==> src/core/rco_pkg.sv <==
// Register map, field positions and reset values of the remote control carrier output
package rco_pkg;
	localparam int DW = 16;
	localparam int AW = 8;
	localparam int NPAIR = 2;
	localparam int NCH = 4;
	// Register byte offsets
	localparam logic [7:0] PERIPHERAL_ENABLE_REG_OFF = 8'h00;
	localparam logic [7:0] PRESCALER_SELECT_REG_OFF = 8'h04;
	localparam logic [7:0] TIMER_OUTPUT_SELECT_REG_OFF = 8'h08;
	localparam logic [7:0] PORT3_REG_OFF = 8'h0c;
	localparam logic [7:0] OUT_MODE_REG_OFF = 8'h30;
	localparam logic [7:0] OUT_POLARITY_REG_OFF = 8'h34;
	localparam logic [7:0] OUT_LEVEL_REG_OFF = 8'h38;
	localparam logic [7:0] OUT_ENABLE_REG_OFF = 8'h3c;
	localparam logic [7:0] START_REG_OFF = 8'h40;
	localparam logic [7:0] STOP_REG_OFF = 8'h44;
	localparam logic [7:0] RUN_STATUS_REG_OFF = 8'h48;
	localparam logic [7:0] MASK_COUNTER_REG_OFF = 8'h4c;
	// Pair blocks: pair 0 at 10h, pair 1 at 20h; a[3:2] picks the word
	localparam logic [3:0] PAIR0_BLOCK = 4'h1;
	localparam logic [3:0] PAIR1_BLOCK = 4'h2;
	localparam logic [1:0] SUB_MASTER_MODE = 2'h0;
	localparam logic [1:0] SUB_SLAVE_MODE = 2'h1;
	localparam logic [1:0] SUB_PERIOD = 2'h2;
	localparam logic [1:0] SUB_WIDTH = 2'h3;
	// Field positions
	localparam int UNIT_EN_BIT = 0;
	localparam int REMOTE_SEL_BIT = 0;
	localparam int CLOCK_SEL_BIT = 15;
	localparam int SEG_FN_BIT = 0;
	localparam int REMOTE_DIR_BIT = 1;
	localparam int REMOTE_LATCH_BIT = 2;
	localparam int PULLUP_BIT = 3;
	localparam int CARRIER_DIR_BIT = 4;
	localparam int CARRIER_LATCH_BIT = 5;
	localparam int MASK_CH = 1;
	localparam int CARRIER_CH = 3;
	// Reset values: both pins input, latches low
	localparam logic [5:0] PORT3_RESET = 6'h12;
	localparam logic [7:0] PRESCALER_RESET = 8'h00;
	// Mode values software writes to select PWM operation
	localparam logic [15:0] MASTER_PWM_MODE = 16'h0801;
	localparam logic [15:0] SLAVE_PWM_MODE = 16'h0409;
endpackage

==> src/core/rco_remote_out.sv <==
// Remote control output: two PWM pairs whose slave outputs are ANDed onto one pin
//
// The address-and-strobe port and the address map were left to the implementer.
`timescale 1ns/1ps
// What this block does
// - Channels 2/3 and 6/7 run as two master/slave PWM pairs.
// - Remote pin carries AND of mask (channel 3) and carrier (channel 7).
// - After pin setup, before select bit, remote pin drives low.
// - Unit enable clear: timer unit gets no clock and ignores writes.
// - Unit enable set: clock runs, writes taken, all channels stopped.
// - Prescaler select sets the rates of count clocks a and b.
// - Select bit set: pin shows AND of mask and carrier, low at first.
// - Select bit set: mask pin works only as remote output.
// - Select bit set: carrier pin loses timer role, serves other function.
// - Master output mode 0, slave output mode 1 selects PWM output behaviour.
// - Level bit sets default; pin high-Z until direction output and latch 0.
// - Setting output enable while stopped leaves the output unchanged.
// - With latch and direction cleared the pin drives the programmed level.
// - Mask master raises its interrupt each time its counter hits zero.
module rco_remote_out (
	input wire logic clk,
	input wire logic nrst,
	input wire logic [rco_pkg::AW-1:0] addr,
	input wire logic [rco_pkg::DW-1:0] wdata,
	input wire logic wr,
	input wire logic rd,
	output logic [rco_pkg::DW-1:0] rdata,
	output logic mask_period_interrupt,
	output logic remote_pin_out,
	output logic remote_pin_oe,
	output logic carrier_pin_out,
	output logic carrier_pin_oe,
	output logic port3_pullup_bit
);
	import rco_pkg::*;

	logic timer_unit_enable, remote_output_select_bit;
	logic [5:0] port3_reg;
	logic [7:0] prescaler_select_reg;
	logic [15:0] master_mode_reg [NPAIR];
	logic [15:0] slave_mode_reg [NPAIR];
	logic [15:0] period_reg [NPAIR];
	logic [15:0] width_reg [NPAIR];
	logic [15:0] master_cnt [NPAIR], slave_cnt [NPAIR];
	logic [NCH-1:0] out_mode, out_pol, out_level, out_en;
	logic [NPAIR-1:0] run, master_evt, master_tick, slave_tick;
	logic [15:0] prescale_cnt;
	logic count_clock_a, count_clock_b;
	logic timer_wr, start_wr, stop_wr, level_wr, and_now;

	// True for a word-aligned address inside one of the two pair blocks
	function automatic logic pair_hit(input logic [AW-1:0] a);
		return (a[7:4] == PAIR0_BLOCK || a[7:4] == PAIR1_BLOCK) && a[1:0] == 2'h0;
	endfunction

	// Index of the pair that an address in a pair block belongs to
	function automatic int pair_of(input logic [AW-1:0] a);
		return (a[7:4] == PAIR1_BLOCK) ? 1 : 0;
	endfunction

	// Tick once every 2^sel cycles of the free prescaler counter
	function automatic logic div_tick(input logic [15:0] cnt, input logic [3:0] sel);
		logic [15:0] m;
		m = 16'hffff >> (5'd16 - {1'b0, sel});
		return (cnt & m) == m;
	endfunction

	// Pick count clock a or b from a channel mode register
	function automatic logic pick_clock(input logic [15:0] mode, input logic a, input logic b);
		return mode[CLOCK_SEL_BIT] ? b : a;
	endfunction

	// Write strobes of the timer unit are ignored while it is unclocked
	assign timer_wr = wr && timer_unit_enable;
	assign start_wr = timer_wr && addr == START_REG_OFF;
	assign stop_wr = timer_wr && addr == STOP_REG_OFF;
	assign level_wr = timer_wr && addr == OUT_LEVEL_REG_OFF;
	assign and_now = out_level[MASK_CH] & out_level[CARRIER_CH];
	assign mask_period_interrupt = master_evt[0];

	// Unit enable, output select and port bits stay writable at all times
	always_ff @(posedge clk or negedge nrst) begin
		if (!nrst) begin
			timer_unit_enable <= 1'b0;
			remote_output_select_bit <= 1'b0;
			port3_reg <= PORT3_RESET;
		end else if (wr) begin
			if (addr == PERIPHERAL_ENABLE_REG_OFF) begin
				timer_unit_enable <= wdata[UNIT_EN_BIT];
			end else if (addr == TIMER_OUTPUT_SELECT_REG_OFF) begin
				remote_output_select_bit <= wdata[REMOTE_SEL_BIT];
			end else if (addr == PORT3_REG_OFF) begin
				port3_reg <= wdata[5:0];
			end
		end
	end

	// Timer configuration; held at reset values while the unit is off
	always_ff @(posedge clk or negedge nrst) begin
		if (!nrst) begin
			prescaler_select_reg <= PRESCALER_RESET;
			out_mode <= '0;
			out_pol <= '0;
			out_en <= '0;
			for (int p = 0; p < NPAIR; p++) begin
				master_mode_reg[p] <= '0;
				slave_mode_reg[p] <= '0;
				period_reg[p] <= '0;
				width_reg[p] <= '0;
			end
		end else if (!timer_unit_enable) begin
			prescaler_select_reg <= PRESCALER_RESET;
			out_mode <= '0;
			out_pol <= '0;
			out_en <= '0;
			for (int p = 0; p < NPAIR; p++) begin
				master_mode_reg[p] <= '0;
				slave_mode_reg[p] <= '0;
				period_reg[p] <= '0;
				width_reg[p] <= '0;
			end
		end else if (timer_wr) begin
			if (addr == PRESCALER_SELECT_REG_OFF) begin
				prescaler_select_reg <= wdata[7:0];
			end else if (addr == OUT_MODE_REG_OFF) begin
				out_mode <= wdata[NCH-1:0];
			end else if (addr == OUT_POLARITY_REG_OFF) begin
				out_pol <= wdata[NCH-1:0];
			end else if (addr == OUT_ENABLE_REG_OFF) begin
				out_en <= wdata[NCH-1:0];
			end else if (pair_hit(addr)) begin
				// Mode values such as 0801h and 0409h are stored as written
				case (addr[3:2])
					SUB_MASTER_MODE: master_mode_reg[pair_of(addr)] <= wdata;
					SUB_SLAVE_MODE: slave_mode_reg[pair_of(addr)] <= wdata;
					SUB_PERIOD: period_reg[pair_of(addr)] <= wdata;
					default: width_reg[pair_of(addr)] <= wdata;
				endcase
			end
		end
	end

	// Prescaler: free counter and the two count clock ticks
	always_ff @(posedge clk or negedge nrst) begin
		if (!nrst) begin
			prescale_cnt <= '0;
			count_clock_a <= 1'b0;
			count_clock_b <= 1'b0;
		end else if (!timer_unit_enable) begin
			prescale_cnt <= '0;
			count_clock_a <= 1'b0;
			count_clock_b <= 1'b0;
		end else begin
			prescale_cnt <= prescale_cnt + 16'h1;
			count_clock_a <= div_tick(prescale_cnt, prescaler_select_reg[3:0]);
			count_clock_b <= div_tick(prescale_cnt, prescaler_select_reg[7:4]);
		end
	end

	// Count clock seen by each master and slave channel
	always_comb begin
		for (int p = 0; p < NPAIR; p++) begin
			master_tick[p] = pick_clock(master_mode_reg[p], count_clock_a, count_clock_b);
			slave_tick[p] = pick_clock(slave_mode_reg[p], count_clock_a, count_clock_b);
		end
	end

	// PWM pairs: master sets the period, slave the high width
	always_ff @(posedge clk or negedge nrst) begin
		if (!nrst) begin
			run <= '0;
			master_evt <= '0;
			out_level <= '0;
			for (int p = 0; p < NPAIR; p++) begin
				master_cnt[p] <= '0;
				slave_cnt[p] <= '0;
			end
		end else if (!timer_unit_enable) begin
			run <= '0;
			master_evt <= '0;
			out_level <= '0;
			for (int p = 0; p < NPAIR; p++) begin
				master_cnt[p] <= '0;
				slave_cnt[p] <= '0;
			end
		end else begin
			for (int p = 0; p < NPAIR; p++) begin
				master_evt[p] <= 1'b0;
				if (start_wr && wdata[p]) begin
					run[p] <= 1'b1;
					master_cnt[p] <= period_reg[p];
					master_evt[p] <= 1'b1;
				end else if (stop_wr && wdata[p]) begin
					run[p] <= 1'b0; // Counters and levels hold
				end else if (run[p] && master_tick[p]) begin
					if (master_cnt[p] == 16'h0) begin
						master_cnt[p] <= period_reg[p];
						master_evt[p] <= 1'b1;
					end else begin
						master_cnt[p] <= master_cnt[p] - 16'h1;
					end
				end
				// Slave reloads on the master event (zero width for a zero period), active on its next tick
				if (master_evt[p]) begin
					slave_cnt[p] <= (period_reg[p] == 16'h0) ? 16'h0 : width_reg[p];
				end else if (run[p] && slave_tick[p] && out_en[2*p+1] && out_mode[2*p+1]) begin
					out_level[2*p+1] <= (slave_cnt[p] != 16'h0) ^ out_pol[2*p+1];
					if (slave_cnt[p] != 16'h0) begin
						slave_cnt[p] <= slave_cnt[p] - 16'h1;
					end
				end
			end
			// Software sets the default level only of outputs not yet enabled
			if (level_wr) begin
				for (int i = 0; i < NCH; i++) begin
					if (!out_en[i]) begin
						out_level[i] <= wdata[i];
					end
				end
			end
		end
	end

	// Pin multiplexing for the remote pin and the carrier pin
	always_ff @(posedge clk or negedge nrst) begin
		if (!nrst) begin
			remote_pin_out <= 1'b0;
			remote_pin_oe <= 1'b0;
			carrier_pin_out <= 1'b0;
			carrier_pin_oe <= 1'b0;
			port3_pullup_bit <= 1'b0;
		end else begin
			port3_pullup_bit <= port3_reg[PULLUP_BIT];
			if (remote_output_select_bit) begin
				remote_pin_oe <= 1'b1;
				remote_pin_out <= and_now;
				carrier_pin_oe <= !port3_reg[CARRIER_DIR_BIT];
				carrier_pin_out <= port3_reg[CARRIER_LATCH_BIT];
			end else begin
				// Ordinary timer pins; counters untouched by the select bit
				if (port3_reg[SEG_FN_BIT]) begin
					remote_pin_oe <= 1'b1;
					remote_pin_out <= 1'b0;
				end else begin
					remote_pin_oe <= !port3_reg[REMOTE_DIR_BIT] && !port3_reg[REMOTE_LATCH_BIT];
					remote_pin_out <= out_level[MASK_CH];
				end
				carrier_pin_oe <= !port3_reg[CARRIER_DIR_BIT] && !port3_reg[CARRIER_LATCH_BIT];
				carrier_pin_out <= out_level[CARRIER_CH];
			end
		end
	end

	// Read data, valid in the cycle after the read strobe
	always_ff @(posedge clk or negedge nrst) begin
		if (!nrst) begin
			rdata <= '0;
		end else begin
			rdata <= '0;
			if (rd) begin
				if (addr == PERIPHERAL_ENABLE_REG_OFF) begin
					rdata <= {15'h0, timer_unit_enable};
				end else if (addr == PRESCALER_SELECT_REG_OFF) begin
					rdata <= {8'h0, prescaler_select_reg};
				end else if (addr == TIMER_OUTPUT_SELECT_REG_OFF) begin
					rdata <= {15'h0, remote_output_select_bit};
				end else if (addr == PORT3_REG_OFF) begin
					rdata <= {10'h0, port3_reg};
				end else if (addr == OUT_MODE_REG_OFF) begin
					rdata <= {12'h0, out_mode};
				end else if (addr == OUT_POLARITY_REG_OFF) begin
					rdata <= {12'h0, out_pol};
				end else if (addr == OUT_LEVEL_REG_OFF) begin
					rdata <= {12'h0, out_level};
				end else if (addr == OUT_ENABLE_REG_OFF) begin
					rdata <= {12'h0, out_en};
				end else if (addr == RUN_STATUS_REG_OFF) begin
					rdata <= {14'h0, run};
				end else if (addr == MASK_COUNTER_REG_OFF) begin
					rdata <= master_cnt[0];
				end else if (pair_hit(addr)) begin
					case (addr[3:2])
						SUB_MASTER_MODE: rdata <= master_mode_reg[pair_of(addr)];
						SUB_SLAVE_MODE: rdata <= slave_mode_reg[pair_of(addr)];
						SUB_PERIOD: rdata <= period_reg[pair_of(addr)];
						default: rdata <= width_reg[pair_of(addr)];
					endcase
				end
			end
		end
	end
endmodule

==> config.mk <==
export PLATFORM = sky130hd
export DESIGN_NAME = rco_remote_out
export DESIGN_NICKNAME = d
export VERILOG_FILES = /design/src/core/rco_pkg.sv /design/src/core/rco_remote_out.sv
export SDC_FILE = /design/constraint.sdc
export NUM_CORES = 1
export LEC_CHECK = 0
export BUFFER_PORTS_ARGS = -buffer_cell sky130_fd_sc_hd__buf_2
export CAP_MARGIN = 20
export CORE_MARGIN = 1
export CORE_UTILIZATION = 38
export CTS_BUF_LIST = sky130_fd_sc_hd__clkbuf_4
export DETAILED_ROUTE_END_ITERATION = 10
export HOLD_SLACK_MARGIN = 0.05
export SYNTH_ARGS = -nofsm -noshare
export SYNTH_HDL_FRONTEND = slang
export SYNTH_SLANG_ARGS = --single-unit
==> constraint.sdc <==
create_clock -name clk -period 3.1 [get_ports clk]
set_input_delay 0.465 -clock clk [delete_from_list [all_inputs] [get_ports clk]]
set_output_delay 0.465 -clock clk [all_outputs]
set_load 0.05 [all_outputs]
==> results_dict.tcl <==
set metrics [dict create \
    top_layer "met4" \
    syn-num-nets 1797 \
    crit_type "reg -> reg" \
    fp.dieH_um 202 \
    status "completed" \
    grt_start_max_net_pins 96 \
    final_nets 1858 \
    fin_crit_sh_pct 87.6 \
    p_leak_nw 7.22 \
    cts-hold-fix-buffers 1 \
    grt_pass1_vias 14000 \
    syn2layout_area_growth_pct 12.5 \
    ioPinCount 50 \
    cp_data_required_time_ns 3.69 \
    syn_area_mm2 0.0152 \
    final_cell_mix "272 x nand2_1, 264 x dfrtp_1, 173 x o21ai_0" \
    seq_area_mm2 0.00669 \
    antenna_found_initial 1 \
    netlist_instances 1755 \
    cts_tree "done" \
    die-area_mm2 0.0409 \
    hold_viol 0 \
    gp_congestion 0.932 \
    cts_root_buf "clkbuf_4" \
    max-clock-path-buffers 3 \
    cts_inserted_buffers 76 \
    wl_met2_um 24400 \
    ys.flop_type "dfrtp_1" \
    endpoint_kind "register" \
    ys_seq_elements 267 \
    ys_seq_area_share_pct 43.8 \
    synth_edf_count 0 \
    grt_pass1_wl_um 84100 \
    fin_skew_ns 0.0494 \
    drc 0 \
    dr.first_iter.drc_count 1633 \
    async_reset_ff_share_pct 100 \
    ir_drop_mv 0.204 \
    clk_latency_ns 0.77 \
    post_cts_buffers 0 \
    vias_per_cell 6.10 \
    ys_warn_count 0 \
    finalSetupViolCount 0 \
    initial_utilization_pct 38.5 \
    dr.pass1.iters 6 \
    clkTransAtPathRegs_ns 0.06 \
    final_cells 2387 \
    dp_cells 2262 \
    cp_max_fo 14 \
    ant_nets 0 \
    power_density_mw_per_mm2 438 \
    post_drt_wl_per_cell_um 22.7 \
    rsz0062_at_grt "false" \
    multiInputGateArea_mm2 0.00785 \
    cts.sinks 267 \
    arrival_ns 3.30 \
    cap_violations 0 \
    cts.repair.resized 0 \
    timing.fmax_mhz 368 \
    rows 73 \
    m1WireLength_um 23900 \
    cp-start-kind "register" \
    fill_cells 3962 \
    die_w_um 202 \
    drive_gt1_share_pct 15.5 \
    layout.cells.most_common "nand2_1" \
    rr_worst_depth 6 \
    hp-class "in -> reg" \
    synthDistinctLibCells 87 \
    grtUsageTotal_pct 26.6 \
    slew_viol_final 0 \
    worst_slew_pin_slew_ns 1.06 \
    wl_met3_um 4030 \
    avgSynthCellArea_um2 8.69 \
    port_buffers 49 \
    hpwl_um 37200 \
    period_minus_slack_ns 2.72 \
    core_mm2 0.0396 \
    route.vias.total 14600 \
    htree_levels 3 \
    grt_overflow_total 0 \
    relSlewSlack_pct 29.2 \
    final.setup.tns_ns 0 \
    hold_depth 3 \
    routed_wl_um 54200 \
]
## routing by layer
metal / track usage (%) / up-vias
met5: 0 / -
met4: 10.9 / 0
met3: 4.19 / 122
met2: 40.2 / 648
met1: 37.8 / 7199
li1: - / 6592
## cells in the mapped netlist (9+ instances only)
cell type / instances / share of area (%)
a21oi_1: 108 / 3.5
nor2_1: 109 / 2.7
o22ai_1: 12 / 0.49
and2_1: 9 / 0.37
nand2_1: 272 / 6.7
ha_1: 14 / 1.1
mux2_2: 16 / 1.2
clkbuf_1: 101 / 2.5
a22oi_1: 135 / 6.6
a211oi_1: 12 / 0.59
dfrtp_1: 265 / 43
inv_1: 30 / 0.74
nand4_1: 10 / 0.41
and3_1: 15 / 0.62
xnor2_1: 18 / 1.0
nor3_1: 61 / 2.0
a31oi_1: 27 / 1.1
nand3_1: 63 / 2.1
buf_2: 19 / 0.62
mux2i_1: 35 / 2.3
a22o_1: 11 / 0.63
a221oi_1: 17 / 0.98
o21ai_0: 173 / 5.7
xor2_1: 19 / 1.1
o21a_1: 10 / 0.49
nor4_1: 28 / 1.1
## final cells by class
cell class | instances | share of cell area [%]
sequential | 267 | 39.0
tap | 525 | 3.83
multi-input combinational | 1317 | 45.8
clock buffer | 105 | 4.60
antenna | 1 | 0.0146
inverter | 31 | 0.708
clock inverter | 18 | 0.854
timing repair buffer | 123 | 5.25
## through the flow
step | instance area, um2 | utilization, % | hold slack (ns) | power (W) | setup WS [ns]
6_report | 17100 | 43.3 | 0.101 | 0.00751 | 0.384
5_1_grt | 17100 | 43.3 | 0.0698 | 0.00783 | 0.168
4_1_cts | 17100 | 43.3 | 0.0527 | 0.00759 | 0.466
3_5_place_dp | 16200 | 40.9 | 0.494 | 0.00422 | 0.264
3_3_place_gp | 16200 | 40.9 | 0.480 | 0.00422 | 0.180
2_1_floorplan | 15200 | - | 0.169 | 0.00392 | 0.765
## critical path, stage by stage, from the launching register on
cell and delay (ns):
dfrtp_1 0.41, nor4_2 0.45, nand4_1 0.35, o31ai_1 0.53, nand2_1 0.43, o21ai_0 0.29
a21oi_1 0.06
## power breakdown
group	leakage, nW	internal, W	total [W]	switching, W
clock	0.552	0.00179	0.00334	0.00155
sequential	3.71	0.00352	0.00357	0.0000462
combinational	2.96	0.000155	0.000605	0.000449
total	7.22	0.00547	0.00751	0.00205
## path summary, 6_finish.rpt
check / slack [ns] / end / startpoint
worst min-delay path: 0.10 / rdata[0] / rd
min in group asynchronous: 0.31 / port3_pullup_bit / nrst
max in group asynchronous: 1.98 / slave_cnt[26] / nrst
worst max register to register: 0.38 / slave_cnt[26] / slave_cnt[25]
worst min register to register: 0.50 / slave_mode_reg[0] / slave_mode_reg[0]
worst max-delay path: 0.38 / slave_cnt[26] / slave_cnt[25]
## cell families (layout without fill, tap and decap cells)
logic type / after synthesis / after routing / share of synthesized area (%)
compound gates: 582 / 582 / 24.6
xor+xnor: 37 / 37 / 2.13
fa+ha+maj: 14 / 14 / 1.15
buf+inv: 171 / 277 / 4.93
flops: 267 / 267 / 43.8
mux: 55 / 55 / 4.07
other cells: 0 / 1 / 0
simple gates: 629 / 629 / 19.3
Power figures use the tool's default switching activity.
